**config.mk**
```make
export PLATFORM = sky130hd
export DESIGN_NAME = sleep_reset_pin_control
export DESIGN_NICKNAME = d
export VERILOG_FILES = /design/src/core/sleep_pkg.sv /design/src/core/pin_bank_if.sv /design/src/core/pin_bank.sv /design/src/core/sleep_reset_pin_control.sv
export VERILOG_INCLUDE_DIRS = /design/src /design/src/core
export SDC_FILE = /design/constraint.sdc
export NUM_CORES = 1
export LEC_CHECK = 0
export BUFFER_PORTS_ARGS = -buffer_cell sky130_fd_sc_hd__buf_2
export CORE_UTILIZATION = 40
export DETAILED_ROUTE_END_ITERATION = 10
export GPL_TIMING_DRIVEN = 0
export PLACE_DENSITY = 0.62
export SYNTH_ARGS = -nofsm -noshare
export SYNTH_HDL_FRONTEND = slang
export SYNTH_HIERARCHICAL = 1
export SYNTH_SLANG_ARGS = --single-unit
```
**constraint.sdc**
```tcl
create_clock -name clk -period 2.22 [get_ports clk]
set_input_delay 0.333 -clock clk [delete_from_list [all_inputs] [get_ports clk]]
set_output_delay 0.333 -clock clk [all_outputs]
set_load 0.05 [all_outputs]
```
**src/core/sleep_params.svh**
```systemverilog
// Behaviour
// - Software picks one of five sleep modes, each gating its own set of clock domains.
// - Idle stops the CPU clock while memory, timers, serial port and interrupts keep running.
// - Power-down stops the main oscillator and every other function while registers keep state.
// - Power-down is left only on an interrupt or a hardware reset, then clocks come back.
// - Power-save keeps the asynchronous timer clocked and stops everything else.
// - Converter noise reduction keeps only the oscillator, the asynchronous timer and the converter running.
// - Standby keeps the crystal oscillator running and stops everything else.
// - Any active reset tri-states every port pin, even without a running clock.
// - Every port pin has its own pull-up enable; ports B and D are 8 bits, port C is 7.
// - With the reset-pin-disable fuse programmed the shared reset pin is a port C I/O bit.
// - With that fuse unprogrammed the shared pin is an active-low external reset input.
// - A low reset pin resets the device without a clock; the driver must hold it long enough.
// - Clock-selection fuses decide whether the two crystal pins of port B serve the amplifier.
// - With the RC oscillator and the timer clock select set, port B pins 7..6 feed the timer.
`ifndef SLEEP_PARAMS_SVH
`define SLEEP_PARAMS_SVH
`define OFF_CTRL 12'h000
`define OFF_STATUS 12'h004
`define OFF_PB_OUT 12'h008
`define OFF_PB_DIR 12'h00c
`define OFF_PC_OUT 12'h010
`define OFF_PC_DIR 12'h014
`define OFF_PD_OUT 12'h018
`define OFF_PD_DIR 12'h01c
`define OFF_PINS 12'h020
`define CTRL_SE 0
`define CTRL_MODE_LO 1
`define CTRL_MODE_HI 3
`define CTRL_ASYNC 4
`define STAT_EXTRF 9
`define MODE_IDLE 3'h0
`define MODE_ADC 3'h1
`define MODE_PDOWN 3'h2
`define MODE_PSAVE 3'h3
`define MODE_STANDBY 3'h6
`define GATES_RESET 5'h1f
`define RST_PIN_BIT 6
`endif

```
**src/core/sleep_pkg.sv**
```systemverilog
`include "sleep_params.svh"
package sleep_pkg;
    typedef enum logic [2:0] {
        ST_RUN = 3'b001,
        ST_SLEEP = 3'b010,
        ST_WAKE = 3'b100
    } state_e;
    typedef struct packed {
        logic osc;
        logic adc;
        logic async_tmr;
        logic io;
        logic cpu;
    } gates_s;
endpackage

```
**src/core/pin_bank_if.sv**
```systemverilog
`timescale 1ns/100ps
interface pin_bank_if #(parameter int W = 8);
    logic [W-1:0] out_val;
    logic [W-1:0] dir;
    logic [W-1:0] claim;
    logic rst_active;
    logic [W-1:0] pin_val;
    modport ctrl(output out_val, output dir, output claim, output rst_active, input pin_val);
    modport bank(input out_val, input dir, input claim, input rst_active, output pin_val);
endinterface

```
**src/core/pin_bank.sv**
```systemverilog
`timescale 1ns/100ps
module pin_bank #(parameter int W = 8) (
    input wire logic clk,
    input wire logic srst,
    pin_bank_if.bank ctl,
    input wire logic [W-1:0] pad_in,
    output logic [W-1:0] pad_out,
    output logic [W-1:0] pad_oe_n,
    output logic [W-1:0] pull_en
);
    logic [W-1:0] pin_q;

    // Reset forces the drivers off combinationally, so no clock edge is needed.
    assign pad_oe_n = {W{ctl.rst_active}} | ctl.claim | ~ctl.dir;
    assign pad_out = ctl.out_val;
    assign pull_en = ~({W{ctl.rst_active}} | ctl.claim | ctl.dir) & ctl.out_val;
    assign ctl.pin_val = pin_q;

    always_ff @(posedge clk) begin
        if (srst) begin
            pin_q <= '0;
        end else begin
            pin_q <= pad_in;
        end
    end

    a_reset_tristate: assert property (@(posedge clk)
        ctl.rst_active |-> (&pad_oe_n) && (pull_en == '0))
        else $error("port driven during reset");
    a_pull_per_bit: assert property (@(posedge clk) disable iff (srst)
        !ctl.rst_active |-> pull_en == (~ctl.claim & ~ctl.dir & ctl.out_val))
        else $error("pull-up enable does not follow its bit");
endmodule

```
**src/core/sleep_reset_pin_control.sv**
```systemverilog
// Implementation choices: the register offsets and the APB interface to the registers.
`timescale 1ns/100ps
`include "sleep_params.svh"
module sleep_reset_pin_control (
    input wire logic clk,
    input wire logic srst,
    input wire logic [11:0] paddr,
    input wire logic psel,
    input wire logic penable,
    input wire logic pwrite,
    input wire logic [31:0] pwdata,
    output logic [31:0] prdata,
    output logic pready,
    output logic pslverr,
    input wire logic sleep_instr,
    input wire logic wake_irq,
    input wire logic reset_pin_disable_fuse,
    input wire logic crystal_osc_fuse,
    input wire logic rc_osc_selected,
    input wire logic [7:0] portb_in,
    output logic [7:0] portb_out,
    output logic [7:0] portb_oe_n,
    output logic [7:0] portb_pull_en,
    input wire logic [6:0] portc_in,
    output logic [6:0] portc_out,
    output logic [6:0] portc_oe_n,
    output logic [6:0] portc_pull_en,
    input wire logic [7:0] portd_in,
    output logic [7:0] portd_out,
    output logic [7:0] portd_oe_n,
    output logic [7:0] portd_pull_en,
    output logic cpu_clk_en,
    output logic io_clk_en,
    output logic async_clk_en,
    output logic adc_clk_en,
    output logic osc_en,
    output logic internal_reset,
    output logic osc_amp_pins_en,
    output logic timer_osc_pins_en
);
    sleep_pkg::state_e state_q;
    sleep_pkg::state_e state_d;
    sleep_pkg::gates_s gates_q;
    sleep_pkg::gates_s gates_d;
    logic sleep_en_q;
    logic [2:0] mode_sel_q;
    logic [2:0] active_mode_q;
    logic async_timer_clock_select_q;
    logic mode_ok;
    logic [7:0] pb_out_q;
    logic [7:0] pb_dir_q;
    logic [6:0] pc_out_q;
    logic [6:0] pc_dir_q;
    logic [7:0] pd_out_q;
    logic [7:0] pd_dir_q;
    logic ext_rst_req;
    logic [1:0] rst_sync_q;
    logic rst_int;
    logic rst_active;
    logic ext_rst_flag_q;
    logic [31:0] prdata_q;
    logic [31:0] rdata_d;
    logic err_q;
    logic hit;
    logic wr_en;
    logic setup;
    logic [31:0] status;
    logic timer_pins;

    pin_bank_if #(.W(8)) pb_if();
    pin_bank_if #(.W(7)) pc_if();
    pin_bank_if #(.W(8)) pd_if();

    // The reset request is taken from the pad itself, so it acts with no clock.
    assign ext_rst_req = ~reset_pin_disable_fuse & ~portc_in[`RST_PIN_BIT];

    // Assertion is immediate; release waits two edges so no flop sees a runt edge.
    always_ff @(posedge clk or posedge ext_rst_req) begin
        if (ext_rst_req) begin
            rst_sync_q <= 2'b11;
        end else begin
            rst_sync_q <= {rst_sync_q[0], 1'b0};
        end
    end

    assign rst_int = srst | rst_sync_q[1];
    assign rst_active = srst | ext_rst_req | rst_sync_q[1];
    assign internal_reset = rst_int;

    // Crystal pins leave the port when the fuses or the timer select claim them.
    assign osc_amp_pins_en = crystal_osc_fuse;
    assign timer_pins = ~crystal_osc_fuse & rc_osc_selected & async_timer_clock_select_q;
    assign timer_osc_pins_en = timer_pins;

    assign pb_if.out_val = pb_out_q;
    assign pb_if.dir = pb_dir_q;
    assign pb_if.claim = {{2{osc_amp_pins_en | timer_pins}}, 6'h00};
    assign pb_if.rst_active = rst_active;
    assign pc_if.out_val = pc_out_q;
    assign pc_if.dir = pc_dir_q;
    assign pc_if.claim = {~reset_pin_disable_fuse, 6'h00};
    assign pc_if.rst_active = rst_active;
    assign pd_if.out_val = pd_out_q;
    assign pd_if.dir = pd_dir_q;
    assign pd_if.claim = 8'h00;
    assign pd_if.rst_active = rst_active;

    pin_bank #(.W(8)) u_portb (
        .clk(clk),
        .srst(rst_int),
        .ctl(pb_if.bank),
        .pad_in(portb_in),
        .pad_out(portb_out),
        .pad_oe_n(portb_oe_n),
        .pull_en(portb_pull_en)
    );
    pin_bank #(.W(7)) u_portc (
        .clk(clk),
        .srst(rst_int),
        .ctl(pc_if.bank),
        .pad_in(portc_in),
        .pad_out(portc_out),
        .pad_oe_n(portc_oe_n),
        .pull_en(portc_pull_en)
    );
    pin_bank #(.W(8)) u_portd (
        .clk(clk),
        .srst(rst_int),
        .ctl(pd_if.bank),
        .pad_in(portd_in),
        .pad_out(portd_out),
        .pad_oe_n(portd_oe_n),
        .pull_en(portd_pull_en)
    );

    // Reserved mode codes are refused, so a stray write cannot freeze the part.
    always_comb begin
        case (mode_sel_q)
            `MODE_IDLE, `MODE_ADC, `MODE_PDOWN, `MODE_PSAVE, `MODE_STANDBY: mode_ok = 1'b1;
            default: mode_ok = 1'b0;
        endcase
    end

    always_comb begin
        state_d = state_q;
        case (state_q)
            sleep_pkg::ST_RUN: begin
                if (sleep_instr && sleep_en_q && mode_ok) begin
                    state_d = sleep_pkg::ST_SLEEP;
                end
            end
            sleep_pkg::ST_SLEEP: begin
                if (wake_irq) begin
                    state_d = sleep_pkg::ST_WAKE;
                end
            end
            sleep_pkg::ST_WAKE: state_d = sleep_pkg::ST_RUN;
            default: state_d = sleep_pkg::ST_RUN;
        endcase
    end

    // A hardware reset always lands in the run state with every clock on.
    always_ff @(posedge clk) begin
        if (rst_int) begin
            state_q <= sleep_pkg::ST_RUN;
        end else begin
            state_q <= state_d;
        end
    end

    always_ff @(posedge clk) begin
        if (rst_int) begin
            active_mode_q <= `MODE_IDLE;
        end else if (state_q == sleep_pkg::ST_RUN && state_d == sleep_pkg::ST_SLEEP) begin
            active_mode_q <= mode_sel_q;
        end
    end

    // Gates follow the next state so they change on the same edge as the state.
    always_comb begin
        gates_d = `GATES_RESET;
        case (state_d)
            sleep_pkg::ST_RUN: gates_d = `GATES_RESET;
            sleep_pkg::ST_WAKE: gates_d = 5'h1e;
            sleep_pkg::ST_SLEEP: begin
                case ((state_q == sleep_pkg::ST_SLEEP) ? active_mode_q : mode_sel_q)
                    `MODE_IDLE: gates_d = 5'h1e;
                    `MODE_ADC: gates_d = 5'h1c;
                    `MODE_PDOWN: gates_d = 5'h00;
                    `MODE_PSAVE: gates_d = 5'h04;
                    `MODE_STANDBY: gates_d = 5'h10;
                    default: gates_d = `GATES_RESET;
                endcase
            end
            default: gates_d = `GATES_RESET;
        endcase
    end

    always_ff @(posedge clk) begin
        if (rst_int) begin
            gates_q <= `GATES_RESET;
        end else begin
            gates_q <= gates_d;
        end
    end

    assign cpu_clk_en = gates_q.cpu;
    assign io_clk_en = gates_q.io;
    assign async_clk_en = gates_q.async_tmr;
    assign adc_clk_en = gates_q.adc;
    assign osc_en = gates_q.osc;

    // APB: zero wait states; read data and decode are captured in the setup cycle.
    assign setup = psel & ~penable;
    assign wr_en = psel & penable & pwrite;
    assign pready = 1'b1;
    assign prdata = prdata_q;
    assign pslverr = psel & penable & err_q;

    assign status = {19'h0, timer_pins, osc_amp_pins_en, reset_pin_disable_fuse,
                     ext_rst_flag_q, gates_q, active_mode_q, state_q == sleep_pkg::ST_SLEEP};

    always_comb begin
        hit = 1'b1;
        rdata_d = 32'h0;
        case (paddr)
            `OFF_CTRL: rdata_d = {27'h0, async_timer_clock_select_q, mode_sel_q, sleep_en_q};
            `OFF_STATUS: rdata_d = status;
            `OFF_PB_OUT: rdata_d = {24'h0, pb_out_q};
            `OFF_PB_DIR: rdata_d = {24'h0, pb_dir_q};
            `OFF_PC_OUT: rdata_d = {25'h0, pc_out_q};
            `OFF_PC_DIR: rdata_d = {25'h0, pc_dir_q};
            `OFF_PD_OUT: rdata_d = {24'h0, pd_out_q};
            `OFF_PD_DIR: rdata_d = {24'h0, pd_dir_q};
            `OFF_PINS: rdata_d = {9'h0, pd_if.pin_val, pc_if.pin_val, pb_if.pin_val};
            default: hit = 1'b0;
        endcase
    end

    always_ff @(posedge clk) begin
        if (rst_int) begin
            prdata_q <= 32'h0;
            err_q <= 1'b0;
        end else if (setup) begin
            prdata_q <= pwrite ? 32'h0 : rdata_d;
            err_q <= ~hit;
        end
    end

    always_ff @(posedge clk) begin
        if (rst_int) begin
            sleep_en_q <= 1'b0;
            mode_sel_q <= `MODE_IDLE;
            async_timer_clock_select_q <= 1'b0;
        end else if (wr_en && paddr == `OFF_CTRL) begin
            sleep_en_q <= pwdata[`CTRL_SE];
            mode_sel_q <= pwdata[`CTRL_MODE_HI:`CTRL_MODE_LO];
            async_timer_clock_select_q <= pwdata[`CTRL_ASYNC];
        end
    end

    always_ff @(posedge clk) begin
        if (rst_int) begin
            pb_out_q <= 8'h00;
            pb_dir_q <= 8'h00;
            pc_out_q <= 7'h00;
            pc_dir_q <= 7'h00;
            pd_out_q <= 8'h00;
            pd_dir_q <= 8'h00;
        end else if (wr_en) begin
            case (paddr)
                `OFF_PB_OUT: pb_out_q <= pwdata[7:0];
                `OFF_PB_DIR: pb_dir_q <= pwdata[7:0];
                `OFF_PC_OUT: pc_out_q <= pwdata[6:0];
                `OFF_PC_DIR: pc_dir_q <= pwdata[6:0];
                `OFF_PD_OUT: pd_out_q <= pwdata[7:0];
                `OFF_PD_DIR: pd_dir_q <= pwdata[7:0];
                default: pb_out_q <= pb_out_q;
            endcase
        end
    end

    // Of the resets only the plain synchronous reset clears this flag, or it would erase itself.
    always_ff @(posedge clk) begin
        if (srst) begin
            ext_rst_flag_q <= 1'b0;
        end else if (rst_sync_q[1]) begin
            ext_rst_flag_q <= 1'b1;
        end else if (wr_en && paddr == `OFF_STATUS && pwdata[`STAT_EXTRF]) begin
            ext_rst_flag_q <= 1'b0;
        end
    end

    a_idle_cpu_gate: assert property (@(posedge clk) disable iff (rst_int)
        state_q == sleep_pkg::ST_SLEEP && active_mode_q == `MODE_IDLE
        |-> !cpu_clk_en && io_clk_en && osc_en)
        else $error("idle gating wrong");
    a_pdown_all_off: assert property (@(posedge clk) disable iff (rst_int)
        state_q == sleep_pkg::ST_SLEEP && active_mode_q == `MODE_PDOWN
        |-> !osc_en && !io_clk_en && !async_clk_en && !adc_clk_en && !cpu_clk_en)
        else $error("power-down left a clock on");
    a_wake_resume: assert property (@(posedge clk) disable iff (rst_int)
        state_q == sleep_pkg::ST_SLEEP && wake_irq |=> osc_en && !cpu_clk_en ##1 cpu_clk_en)
        else $error("wake did not restore clocks");
    a_psave_timer: assert property (@(posedge clk) disable iff (rst_int)
        state_q == sleep_pkg::ST_SLEEP && active_mode_q == `MODE_PSAVE
        |-> async_clk_en && !osc_en && !io_clk_en && !cpu_clk_en)
        else $error("power-save gating wrong");
    a_adc_mode_gate: assert property (@(posedge clk) disable iff (rst_int)
        state_q == sleep_pkg::ST_SLEEP && active_mode_q == `MODE_ADC
        |-> adc_clk_en && async_clk_en && !io_clk_en && !cpu_clk_en)
        else $error("noise reduction gating wrong");
    a_standby_osc: assert property (@(posedge clk) disable iff (rst_int)
        state_q == sleep_pkg::ST_SLEEP && active_mode_q == `MODE_STANDBY
        |-> osc_en && !io_clk_en && !async_clk_en && !cpu_clk_en)
        else $error("standby gating wrong");
    a_sleep_needs_se: assert property (@(posedge clk) disable iff (rst_int)
        state_q == sleep_pkg::ST_RUN && !(sleep_instr && sleep_en_q && mode_ok)
        |=> state_q == sleep_pkg::ST_RUN && cpu_clk_en)
        else $error("sleep entered without enable");
    a_reset_release: assert property (@(posedge clk) disable iff (srst)
        $fell(ext_rst_req) |-> rst_int ##1 rst_int)
        else $error("reset released too early");
    a_reset_pin_role: assert property (@(posedge clk) disable iff (srst)
        !reset_pin_disable_fuse |-> portc_oe_n[`RST_PIN_BIT] && !portc_pull_en[`RST_PIN_BIT])
        else $error("reset pin driven as port bit");
    a_gpio_reset_pin: assert property (@(posedge clk) disable iff (rst_int)
        reset_pin_disable_fuse && pc_dir_q[`RST_PIN_BIT]
        |-> !portc_oe_n[`RST_PIN_BIT])
        else $error("shared pin not usable as port bit");
    a_timer_pins: assert property (@(posedge clk) disable iff (rst_int)
        timer_pins || crystal_osc_fuse |-> portb_oe_n[7:6] == 2'b11)
        else $error("crystal pins still driven by port");

    // The pad request alone must float the ports, before any clock edge reaches the sync.
    a_ext_reset_float: assert property (@(posedge clk)
        ext_rst_req |-> (&portb_oe_n) && (&portc_oe_n) && (&portd_oe_n))
        else $error("port driven during external reset");
    a_ext_flag_set: assert property (@(posedge clk) disable iff (srst)
        rst_sync_q[1] |=> ext_rst_flag_q)
        else $error("external reset not recorded");
    // Only an interrupt or a reset may end sleep; anything else would be a silent wake.
    a_sleep_holds: assert property (@(posedge clk) disable iff (rst_int)
        state_q == sleep_pkg::ST_SLEEP && !wake_irq |=> state_q == sleep_pkg::ST_SLEEP)
        else $error("sleep left without a wake source");
endmodule

```
==> results_tabular.tex, run 1 <==
\begin{tabular}{lr}
\hline
Metric & Value \\
\hline
\multicolumn{2}{l}{\textbf{Worst setup path}} \\
Critical path capture point type & output port \\
CP startpoint kind & register \\
Reg2reg end & adc\_clk\_en\$\_SDFF\_PP1\_ \\
R2r startpoint & state\_q[0]\$\_SDFF\_PP1\_ \\
Register-to-register setup slack & 0.35 ns \\
R2R depth & 5 \\
Biggest fanout along the worst timing path & 10 \\
Worst EP required & 1.89 ns \\
Critical path class & reg2out \\
Critical Path AT & 1.91 ns \\
\multicolumn{2}{l}{\textbf{CTS}} \\
TritonCTS clock tree & built \\
Number of sinks on the clock net & 112 \\
Clock Tree Root & sky130\_fd\_sc\_hd\_\_clkbuf\_16 \\
Hold-fix buffer count after cts & 0 \\
Largest buffer count on any clock path & 2 \\
Clock slew at reported path FFs & 0.07 ns \\
Number of clock buffers inserted by TritonCTS & 9 \\
Clock latency reported for the late side of the worst-skew pair & 0.36 ns \\
Htree depth & 3 \\
\multicolumn{2}{l}{\textbf{Synth}} \\
Synth top cells by count & sky130\_fd\_sc\_hd\_\_dfxtp\_1 (110), sky130\_fd\_sc\_hd\_\_o21ai\_0 (62), sky130\_fd\_sc\_hd\_\_a21oi\_1 (59), sky130\_fd\_sc\_hd\_\_nand3\_1 (58), sky130\_fd\_sc\_hd\_\_buf\_4 (36) \\
Leading area contributor after synthesis & sky130\_fd\_sc\_hd\_\_dfxtp\_1 \\
Combined area of all synthesized cells & 5752 µm² \\
Share of Yosys cell area claimed by the top area cell type & 38.29\% \\
Post-synth EDFFs & 0 \\
Async set or reset register ratio after synthesis & 1.786\% \\
Post-synthesis instance total & 653 \\
Distinct cell type count of the synthesized netlist & 54 \\
Most common cell in the netlist & sky130\_fd\_sc\_hd\_\_dfxtp\_1 \\
Largest cells by area after synthesis & sky130\_fd\_sc\_hd\_\_dfxtp\_1 (38\%), sky130\_fd\_sc\_hd\_\_o21ai\_0 (5.4\%), sky130\_fd\_sc\_hd\_\_a21oi\_1 (5.1\%) \\
Yosys warning total & 6 \\
Sequential-to-total area share from yosys stat & 39.20\% \\
Count of state elements after synthesis & 112 \\
Synthesized area per cell & 8.808 µm² \\
Dominant synthesized flop cell & sky130\_fd\_sc\_hd\_\_dfxtp\_1 \\
\multicolumn{2}{l}{\textbf{Timing}} \\
Count of final setup violators & 3 \\
Worst setup slack after layout & -0.02102 ns \\
Post-route minimum period & 2.241 ns \\
Sum Neg Setup Slack & -0.03149 ns \\
Relative slew slack & 20.03\% \\
Share of the cycle needed by the critical path after routing & 100.9\% \\
Number of failing hold endpoints at the final stage & 0 \\
Unrepaired setup endpoints after global routing & true \\
Fmax & 446.2 MHz \\
Number of slew-limit violations in the final report & 0 \\
Worst clock skew on the final layout & 0.004878 ns \\
Transition at the pin with the smallest max-transition slack & 1.196 ns \\
\multicolumn{2}{l}{\textbf{Placement}} \\
Inst Count DP & 1034 \\
Total half-perimeter wirelength after legalization and detailed placement & 15750 µm \\
Count of port buffers added during placement & 152 \\
Pre-CTS worst setup slack & -0.7285 ns \\
Area after DPL & 7067 µm² \\
Weighted congestion at the end of routability-driven global placement & 0.9621 \\
\multicolumn{2}{l}{\textbf{Global routing}} \\
Vias in the first global route & 5471 \\
Largest net degree at the start of global routing & 34 \\
Antenna violations before repair & 1 \\
Global-route congestion overflow total & 0 \\
Overall track demand over capacity in global routing & 28.68\% \\
First-pass GRT wire length & 31550 µm \\
\multicolumn{2}{l}{\textbf{Die}} \\
Num rows & 43 \\
Placeable core area & 13930 µm² \\
Die Y-Extent & 121.9 µm \\
Starting density of the core & 41.28\% \\
Die area & 14860 µm² \\
Io pins & 188 \\
Die outline width & 121.9 µm \\
\multicolumn{2}{l}{\textbf{Min path}} \\
Min-delay worst type & in2reg \\
Worst min-delay path endpoint & u\_portb/ctl.pin\_val[0]\$\_SDFF\_PP0\_ \\
Startpoint of the most critical hold path & portb\_in[0] \\
Worst Hold Depth & 2 \\
\multicolumn{2}{l}{\textbf{Flow run}} \\
Maxcap violations & 0 \\
\multicolumn{2}{l}{\textbf{Pwr}} \\
Switching component of the power & 1.094 mW \\
Combinational share of power & 10.1\% \\
Switching power share of the total & 25.07\% \\
Static Leak & 3.026 nW \\
Internal power & 3.270 mW \\
Clock group share of total power & 43.2\% \\
Peak VDD IR & 478.1 µV \\
Fraction of power consumed by sequential logic & 46.7\% \\
Power density over the cells & 549.7 nW/µm² \\
\multicolumn{2}{l}{\textbf{Routing}} \\
Number of detailed-route iterations in the first pass & 5 \\
First-iteration detailed-routing DRC count & 561 \\
Routed WL & 21620 µm \\
Final ANT Viol Nets & 0 \\
Average via count per standard cell & 5.679 \\
Via Count & 6003 \\
Drc violations & 0 \\
Drt wl/cell & 20.46 µm \\
\multicolumn{2}{l}{\textbf{Finish}} \\
Post-route non-filler standard cell count & 1057 \\
Diode count & 0 \\
Final std cell area, no fill & 7939 µm² \\
Finished Core Util & 56.97\% \\
Area growth syn-to-layout & 38.02\% \\
Nets@finish & 949 \\
Layout cells sized above 1 & 34.21\% \\
\multicolumn{2}{l}{\textbf{Status}} \\
Failing checks & negative setup slack \\
Status & finished, violations left \\
\hline
\end{tabular}
==> final cells by class <==
type	instances	area, µm²
flip-flops and latches	112	2255
well taps	180	225.2
repair buffers	157	1047
multi-input cells	504	3496
plain buffers	84	556.8
clock inverters	7	118.9
fillers	1315	5996
clock buffers	9	225.2
inverters	4	15.01
==> sequential cells by signal, indices dropped and copies added, names as in the netlist, 2 cells and up <==
name                 cells
pc_dir_q                 7
u_portc/ctl.pin_val      7
u_portb/ctl.pin_val      8
pd_dir_q                 8
rst_sync_q               2
mode_sel_q               3
state_q                  3
u_portd/ctl.pin_val      8
pd_if.out_val            8
active_mode_q            3
pb_dir_q                 8
pc_if.out_val            7
pb_if.out_val            8
prdata                  23
==> worst max path at each step <==
stage,startpoint,endpoint,slack (ns)
floorplan,rst_sync_q[1]$_DFF_PP1_,portb_pull_en[0],-0.31
global placement,srst,portc_pull_en[6],-0.70
detailed placement,srst,portc_pull_en[6],-0.73
CTS,rst_sync_q[1]$_DFF_PP1_,portb_oe_n[5],-0.07
global route,rst_sync_q[1]$_DFF_PP1_,portd_oe_n[5],-0.06
finish,rst_sync_q[1]$_DFF_PP1_,portd_oe_n[5],-0.02
==> critical path, cell delays in order, from the launching register on <==
cell	delay (ns)
sky130_fd_sc_hd__dfstp_2	0.39
sky130_fd_sc_hd__nor2_4	0.11
sky130_fd_sc_hd__buf_12	0.15
sky130_fd_sc_hd__nand2_8	0.12
sky130_fd_sc_hd__buf_8	0.20
sky130_fd_sc_hd__or3b_1	0.37
sky130_fd_sc_hd__buf_4	0.20
==> power by group through the flow <==
| stage | logic [mW] | clock network, mW | registers (mW) |
|---|---|---|---|
| 2_1_floorplan | 0.227 | 0 | 2.08 |
| 3_3_place_gp | 0.374 | 0 | 2.08 |
| 3_5_place_dp | 0.377 | 0 | 2.08 |
| 4_1_cts | 0.409 | 1.89 | 2.04 |
| 5_1_grt | 0.466 | 1.98 | 2.04 |
| 6_report | 0.443 | 1.88 | 2.04 |
==> through the flow <==
stage	power (mW)	hold WS, ns
final	4.364	0.1759
after global placement	2.456	0.3463
after detailed placement	2.460	0.3482
after floorplan	2.307	0.2921
after CTS	4.337	0.1722
after global routing	4.485	0.1716
==> kinds of logic (layout without fill, tap and decap cells) <==
group                  Yosys count  in the layout  share of synthesized area, %
AND/OR/NAND/NOR                260            262                         30.02
other                            2             51                        0.1306
multiplexers                    28             28                         5.155
buffers and inverters           88            261                         8.832
flip-flops                     112            112                         39.20
AO/OA/AOI/OAI                  163            163                         16.66
==> routing by layer <==
metal	vias up	global-route usage (%)	part of all wire [%]
met2	287	46.75	48
met1	2887	36.99	41
met4	0	10.03	3.5
met5	-	0	0
li1	2775	-	-
met3	54	6.507	7.5
==> what timing repair did <==
| item | CTS | global route |
|---|---|---|
| gates cloned | 1 | 2 |
| endpoints found under the setup margin | 48 | 52 |
| buffers inserted | 4 | 0 |
| gates resized for setup | 83 | 38 |
| pin swaps | 0 | 4 |
==> cells in the final DEF, fill, tap and decap left out, drive strengths merged, types with 9 or more instances in the layout <==
cell type and instances:
a21oi 59, or3b 26, o21ai 62, nand3 58
clkbuf 44, dfxtp 110, a22o 10, nand4 21
nor2 13, nor4bb 9, nand2 26, mux2i 15
mux2 13, nor4b 31, nor2b 26, conb 51
buf 206
Note: power is estimated with default switching activity, not from simulation.
==> run 2: changes to the inputs <==
==> constraint.sdc (replaced) <==
create_clock -name clk -period 2.22 [get_ports clk]
set_input_delay 0.222 -clock clk [delete_from_list [all_inputs] [get_ports clk]]
set_output_delay 0.222 -clock clk [all_outputs]
set_load 0.05 [all_outputs]
==> run 2 against run 1 <==
The flow now finishes without violations. Worst setup slack better by 0.10 ns. Sequential share of layout area up 1.6 points. Final area is 5.5% lower. Via count down 2.4%. Non-clock buffer count down 1. Critical endpoint is now portb_oe_n[6]. Global-route usage decreased by 0.59 points. Final cell count fell by 0.28%.
==> results_tabular.tex, run 2 (synthesis results as in run 1) <==
\begin{tabular}{lr}
\hline
Metric & Value \\
\hline
\multicolumn{2}{l}{\textbf{Status}} \\
Status & finished clean \\
\multicolumn{2}{l}{\textbf{Worst setup path}} \\
Biggest fanout along the worst timing path & 19 (+9) \\
Critical Path AT & 1.92 ns (about the same) \\
Critical path class & reg2out \\
Chain of cells forming the critical path & nor2\_2 -> clkbuf\_8 -> nand2\_8 -> buf\_8 -> or3b\_1 -> clkbuf\_4 \\
Register-to-register setup slack & 0.31 ns (-0.04 ns) \\
Critical path capture point type & output port \\
Delay of the slowest critical-path stage & 0.38 ns (about the same) \\
CP startpoint kind & register \\
Worst EP required & 2.00 ns (+0.11 ns) \\
Max stage delay cell, worst path & sky130\_fd\_sc\_hd\_\_dfstp\_2 \\
\multicolumn{2}{l}{\textbf{Timing}} \\
Fmax & 467.2 MHz (+4.7\%) \\
Relative slew slack & 22.18\% (+2.1 points) \\
Post-route minimum period & 2.141 ns (-0.1005 ns) \\
Final worst hold slack & 0.06729 ns (-0.1086 ns) \\
Worst setup slack after layout & 0.07943 ns (+0.1005 ns) \\
Number of slew-limit violations in the final report & 0 (unchanged) \\
Number of failing hold endpoints at the final stage & 0 (unchanged) \\
Worst clock skew on the final layout & 0.007479 ns (+0.002601 ns) \\
Transition at the pin with the smallest max-transition slack & 1.164 ns (-0.03214 ns) \\
Sum Neg Setup Slack & 0 ns (+0.03149 ns) \\
Unrepaired setup endpoints after global routing & true \\
Share of the cycle needed by the critical path after routing & 96.42\% (-4.5 points) \\
Count of final setup violators & 0 (-3) \\
\multicolumn{2}{l}{\textbf{CTS}} \\
Number of sinks on the clock net & 112 (unchanged) \\
Clock latency reported for the late side of the worst-skew pair & 0.36 ns (about the same) \\
Largest buffer count on any clock path & 2 (unchanged) \\
Clock slew at reported path FFs & 0.08 ns (about the same) \\
Htree depth & 3 (unchanged) \\
Number of clock buffers inserted by TritonCTS & 9 (unchanged) \\
Clock Tree Root & sky130\_fd\_sc\_hd\_\_clkbuf\_16 \\
TritonCTS clock tree & built \\
\multicolumn{2}{l}{\textbf{Finish}} \\
Final std cell area, no fill & 7506 µm² (-5.5\%) \\
Post-route non-filler standard cell count & 1054 (-0.28\%) \\
Nets@finish & 946 (-0.32\%) \\
Most frequent standard cell in the layout excluding fill and tap cells & sky130\_fd\_sc\_hd\_\_buf\_2 \\
Number of flip-flops under the largest register name & 23 (unchanged) \\
Layout cells sized above 1 & 33.18\% (-1.0 points) \\
Diode count & 0 (unchanged) \\
Area growth syn-to-layout & 30.50\% \\
Top library cells by usage in the layout, fill and taps aside & sky130\_fd\_sc\_hd\_\_buf\_2 (136), sky130\_fd\_sc\_hd\_\_dfxtp\_1 (110), sky130\_fd\_sc\_hd\_\_o21ai\_0 (62) \\
Finished Core Util & 53.87\% (-3.1 points) \\
Number of fill cells & 1352 (+2.8\%) \\
\multicolumn{2}{l}{\textbf{Die}} \\
Starting density of the core & 41.28\% (unchanged) \\
Die outline width & 121.9 µm (unchanged) \\
Placeable core area & 13930 µm² (unchanged) \\
Die area & 14860 µm² (unchanged) \\
Io pins & 188 (unchanged) \\
Die Y-Extent & 121.9 µm (unchanged) \\
Num rows & 43 (unchanged) \\
\multicolumn{2}{l}{\textbf{Global routing}} \\
Vias in the first global route & 5471 (unchanged) \\
Largest net degree at the start of global routing & 34 (unchanged) \\
First-pass GRT wire length & 31040 µm (-1.6\%) \\
Overall track demand over capacity in global routing & 28.08\% (-0.59 points) \\
Global-route congestion overflow total & 0 (unchanged) \\
Antenna violations before repair & 0 (-1) \\
\multicolumn{2}{l}{\textbf{Routing}} \\
Final ANT Viol Nets & 0 (unchanged) \\
Routed WL & 20650 µm (-4.5\%) \\
First-iteration detailed-routing DRC count & 361 (-36\%) \\
Average via count per standard cell & 5.560 (-2.1\%) \\
Drt wl/cell & 19.59 µm (-4.2\%) \\
Via Count & 5860 (-2.4\%) \\
Drc violations & 0 (unchanged) \\
Number of detailed-route iterations in the first pass & 5 (unchanged) \\
\multicolumn{2}{l}{\textbf{Pwr}} \\
Design Power & 4.004 mW (-8.2\%) \\
Static Leak & 2.864 nW (-5.4\%) \\
Peak VDD IR & 377.6 µV (-21\%) \\
Power density over the cells & 533.5 nW/µm² (-3.0\%) \\
\multicolumn{2}{l}{\textbf{Placement}} \\
Inst Count DP & 1034 (unchanged) \\
Count of port buffers added during placement & 152 (unchanged) \\
Area after DPL & 7066 µm² (about the same) \\
Weighted congestion at the end of routability-driven global placement & 0.9577 (-0.46\%) \\
Pre-CTS worst setup slack & -0.6008 ns (+0.1277 ns) \\
Total half-perimeter wirelength after legalization and detailed placement & 15790 µm (+0.24\%) \\
\multicolumn{2}{l}{\textbf{Min path}} \\
Min-delay worst type & in2reg \\
\multicolumn{2}{l}{\textbf{Flow run}} \\
Maxcap violations & 0 (unchanged) \\
\hline
\end{tabular}
[run 2: cell count changes in the layout (fill, tap and decap cells not counted), moves of 4 or more]
cell,before,now
sky130_fd_sc_hd__buf_12,4,0
sky130_fd_sc_hd__buf_2,109,136
sky130_fd_sc_hd__buf_4,61,51
sky130_fd_sc_hd__nor4b_4,10,2
sky130_fd_sc_hd__or3b_2,10,19
sky130_fd_sc_hd__clkbuf_4,0,7
sky130_fd_sc_hd__or3b_4,12,0
sky130_fd_sc_hd__buf_6,25,3
sky130_fd_sc_hd__nor4b_2,15,23
[run 2: where the power goes]
group          internal, mW  switching, mW
clock                 0.783          0.784
combinational         0.120          0.282
sequential             2.03        0.00627
[run 2: area by class of cell]
type / instances / area, µm² / area share (%)
multi-input cells: 502 / 3359 / 44.76
flip-flops and latches: 112 / 2255 / 30.04
repair buffers: 156 / 845.8 / 11.27
plain buffers: 84 / 525.5 / 7.001
clock buffers: 10 / 229.0 / 3.051
well taps: 180 / 225.2 / 3.000
clock inverters: 6 / 51.30 / 0.6834
inverters: 4 / 15.01 / 0.2000
[run 2: final timing paths]
path	from	to	cells after the start
min	portd_in[4]	u_portd/ctl.pin_val[4]$_SDFF_PP0_	2
max reg2reg	state_q[0]$_SDFF_PP1_	io_clk_en$_SDFF_PP1_	5
max	rst_sync_q[1]$_DFF_PP1_	portb_oe_n[6]	6
min reg2reg	rst_sync_q[0]$_DFF_PP1_	rst_sync_q[1]$_DFF_PP1_	0
max in group asynchronous	portc_in[6]	rst_sync_q[1]$_DFF_PP1_	4
min in group asynchronous	reset_pin_disable_fuse	rst_sync_q[0]$_DFF_PP1_	3
[run 2: timing repair]
action / CTS / global route
cloned: 0 / 0
pin swaps: 0 / 1
resized for setup: 11 / 40
endpoints found under the setup margin: 79 / 44
endpoints found under the hold margin: 2 / 0
hold buffers: 2 / 0
setup buffers: 0 / 2
[run 2: worst max-delay path: cells and delay by family, from the launching register on]
| kind | cells | cell delay [ns] |
|---|---|---|
| buffers and inverters | 3 | 0.58 |
| DFF | 1 | 0.38 |
| and+or+nand+nor | 3 | 0.58 |
[run 2: layer usage]
metal  track usage, %  part of all wire [%]  up-vias
met1            36.47                    44     2825
met3            5.618                   5.8       37
met5                0                     0        -
met2            44.63                    47      212
met4            12.96                   3.3        0
li1                 -                     -     2786
==> run 3: changes to the inputs <==
--- a/config.mk
+++ b/config.mk
@@ -7,10 +7,14 @@
 export NUM_CORES = 1
 export LEC_CHECK = 0
 export BUFFER_PORTS_ARGS = -buffer_cell sky130_fd_sc_hd__buf_2
-export CORE_UTILIZATION = 40
+export CELL_PAD_IN_SITES_DETAIL_PLACEMENT = 0
+export CELL_PAD_IN_SITES_GLOBAL_PLACEMENT = 1
+export CORE_MARGIN = 4
+export CORE_UTILIZATION = 37
 export DETAILED_ROUTE_END_ITERATION = 10
 export GPL_TIMING_DRIVEN = 0
-export PLACE_DENSITY = 0.62
+export PLACE_DENSITY = 0.77
+export SLEW_MARGIN = 20
 export SYNTH_ARGS = -nofsm -noshare
 export SYNTH_HDL_FRONTEND = slang
 export SYNTH_HIERARCHICAL = 1
==> run 3 against run 2 <==
Fmax down 1.5%. Combinational power up 3%. Sequential share of layout area down 0.16 points. Clock skew up 0.0065 ns. Final cell count up 0.85%. Global-route usage down 4.1 points.
==> results_tabular.tex, run 3 (synthesis results as in run 1) <==
\begin{tabular}{lr}
\hline
Metric & Value \\
\hline
\multicolumn{2}{l}{\textbf{Status}} \\
Status & finished clean \\
\multicolumn{2}{l}{\textbf{Finish}} \\
Number of flip-flops under the largest register name & 23 (unchanged) \\
Number of fill cells & 1463 (+8.2\%) \\
Top library cells by usage in the layout, fill and taps aside & sky130\_fd\_sc\_hd\_\_buf\_2 (131), sky130\_fd\_sc\_hd\_\_dfxtp\_1 (110), sky130\_fd\_sc\_hd\_\_o21ai\_0 (62) \\
Area used by multi-input combinational logic & 3369 µm² (+0.30\%) \\
Layout cells sized above 1 & 33.14\% (-0.038 points) \\
Finished Core Util & 49.64\% (-4.2 points) \\
Nets@finish & 947 (+0.11\%) \\
Sequential cell area & 2255 µm² (unchanged) \\
Most frequent standard cell in the layout excluding fill and tap cells & sky130\_fd\_sc\_hd\_\_buf\_2 \\
Diode count & 0 (unchanged) \\
Area growth syn-to-layout & 31.19\% \\
\multicolumn{2}{l}{\textbf{Routing}} \\
Drt wl/cell & 20.69 µm (+5.6\%) \\
Via Count & 5926 (+1.1\%) \\
Average via count per standard cell & 5.575 (+0.27\%) \\
Drc violations & 0 (unchanged) \\
Routed WL & 22000 µm (+6.5\%) \\
Final ANT Viol Nets & 0 (unchanged) \\
First-iteration detailed-routing DRC count & 471 (+30\%) \\
Number of detailed-route iterations in the first pass & 5 (unchanged) \\
\multicolumn{2}{l}{\textbf{Timing}} \\
Unrepaired setup endpoints after global routing & true \\
Worst setup slack after layout & 0.04765 ns (-0.03178 ns) \\
Count of final setup violators & 0 (unchanged) \\
Number of slew-limit violations in the final report & 0 (unchanged) \\
Relative slew slack & 25.90\% (+3.7 points) \\
Fmax & 460.3 MHz (-1.5\%) \\
Post-route minimum period & 2.172 ns (+0.03178 ns) \\
Transition at the pin with the smallest max-transition slack & 1.109 ns (-0.05566 ns) \\
Worst clock skew on the final layout & 0.01402 ns (+0.006545 ns) \\
Number of failing hold endpoints at the final stage & 0 (unchanged) \\
Share of the cycle needed by the critical path after routing & 97.85\% (+1.4 points) \\
\multicolumn{2}{l}{\textbf{Die}} \\
Die outline width & 132.7 µm (+8.8\%) \\
Num rows & 45 (+4.7\%) \\
Placeable core area & 15200 µm² (+9.1\%) \\
Die Y-Extent & 132.7 µm (+8.8\%) \\
Io pins & 188 (unchanged) \\
Die area & 17600 µm² (+18\%) \\
Starting density of the core & 37.84\% (-3.4 points) \\
\multicolumn{2}{l}{\textbf{CTS}} \\
TritonCTS clock tree & built \\
Number of sinks on the clock net & 112 (unchanged) \\
Clock latency reported for the late side of the worst-skew pair & 0.37 ns (about the same) \\
Clock Tree Root & sky130\_fd\_sc\_hd\_\_clkbuf\_16 \\
Largest buffer count on any clock path & 2 (unchanged) \\
Number of clock buffers inserted by TritonCTS & 9 (unchanged) \\
Clock slew at reported path FFs & 0.08 ns (about the same) \\
Htree depth & 3 (unchanged) \\
\multicolumn{2}{l}{\textbf{Worst setup path}} \\
CP bufs+invs & 4 (+1) \\
Critical Path Source & rst\_sync\_q[1]\$\_DFF\_PP1\_ \\
R2r startpoint & state\_q[0]\$\_SDFF\_PP1\_ \\
Max stage delay cell, worst path & sky130\_fd\_sc\_hd\_\_dfstp\_2 \\
Delay of the slowest critical-path stage & 0.57 ns (+0.19 ns) \\
Critical path class & reg2out \\
Reg2reg end & io\_clk\_en\$\_SDFF\_PP1\_ \\
Worst EP required & 2.00 ns (about the same) \\
Most frequent cell on the critical path & sky130\_fd\_sc\_hd\_\_buf\_8 \\
CP startpoint kind & register \\
Cell family with most CP delay & buffers and inverters \\
Critical Path AT & 1.95 ns (+0.03 ns) \\
Register-to-register setup slack & 0.35 ns (+0.04 ns) \\
Critical path capture point type & output port \\
Chain of cells forming the critical path & nor2\_4 -> buf\_8 -> inv\_2 -> buf\_8 -> buf\_2 \\
R2R depth & 5 (unchanged) \\
Biggest fanout along the worst timing path & 33 (+14) \\
\multicolumn{2}{l}{\textbf{Global routing}} \\
Overall track demand over capacity in global routing & 23.99\% (-4.1 points) \\
Largest net degree at the start of global routing & 34 (unchanged) \\
First-pass GRT wire length & 32930 µm (+6.1\%) \\
Vias in the first global route & 5757 (+5.2\%) \\
Antenna violations before repair & 0 (unchanged) \\
Global-route congestion overflow total & 0 (unchanged) \\
\multicolumn{2}{l}{\textbf{Placement}} \\
Total half-perimeter wirelength after legalization and detailed placement & 16600 µm (+5.2\%) \\
Count of port buffers added during placement & 152 (unchanged) \\
Pre-CTS worst setup slack & -0.5081 ns (+0.09274 ns) \\
Weighted congestion at the end of routability-driven global placement & 0.9848 (+2.8\%) \\
\multicolumn{2}{l}{\textbf{Flow run}} \\
Maxcap violations & 0 (unchanged) \\
\multicolumn{2}{l}{\textbf{Min path}} \\
Startpoint of the most critical hold path & portd\_in[3] \\
Worst min-delay path endpoint & u\_portd/ctl.pin\_val[3]\$\_SDFF\_PP0\_ \\
Worst Hold Depth & 2 (unchanged) \\
Min-delay worst type & in2reg \\
\multicolumn{2}{l}{\textbf{Pwr}} \\
Power density over the cells & 532.9 nW/µm² (-0.10\%) \\
Static Leak & 2.854 nW (-0.33\%) \\
Peak VDD IR & 321.1 µV (-15\%) \\
\hline
\end{tabular}
==> run 3: area by class of cell <==
class                      count  share of cell area, %
multi-input combinational    504                  44.65
tap                          188                  3.117
clock inverter                 6                 0.6798
buffer                        84                  7.196
sequential                   112                  29.88
timing repair buffer         155                  11.24
clock buffer                  10                  3.034
inverter                       4                 0.1990
==> run 3: worst max-delay path by stage <==
| stage | end | slack (ns) | depth (start not counted) |
|---|---|---|---|
| after floorplan | portb_pull_en[0] | -0.20 | 5 |
| after global placement | internal_reset | -0.61 | 5 |
| after detailed placement | portd_oe_n[5] | -0.51 | 6 |
| after CTS | internal_reset | 0.006 | 5 |
| after global routing | internal_reset | -0.004 | 5 |
| final | internal_reset | 0.05 | 5 |
==> run 3: metrics by stage <==
step | instance area (µm²) | hold slack (ns) | instances | setup TNS (ns) | power [mW]
final | 7546 | 0.06003 | 1063 | 0 | 4.021
after detailed placement | 7077 | 0.2993 | 1042 | -24.02 | 2.458
after floorplan | 6080 | 0.1811 | 702 | -4.471 | 2.307
after global routing | 7546 | 0.06550 | 1063 | -0.004492 | 4.149
after CTS | 7420 | 0.05791 | 1061 | 0 | 4.012
after global placement | 7076 | 0.2936 | 1042 | -27.83 | 2.455
==> run 3: where the power goes <==
part / internal (mW) / total [mW] / leakage (nW) / switching (mW)
Clock: 0.779 / 1.57 / 0.128 / 0.791
Sequential: 2.03 / 2.04 / 0.911 / 0.00808
Combinational: 0.124 / 0.414 / 1.82 / 0.290
==> run 3: timing repair <==
item                                    CTS  global route
pin swaps                                 0             1
endpoints found under the setup margin   47            43
resized for setup                         9            48
setup buffers                             2             0
hold endpoints to repair                  2             0
gates cloned                              0             2
hold buffers                              1             0
==> run 3: layer usage <==
metal	routed length (µm)	global-route usage, %
met1	9506	31.27
met3	1166	3.156
met2	10550	39.90
met5	0	0
met4	771	10.39
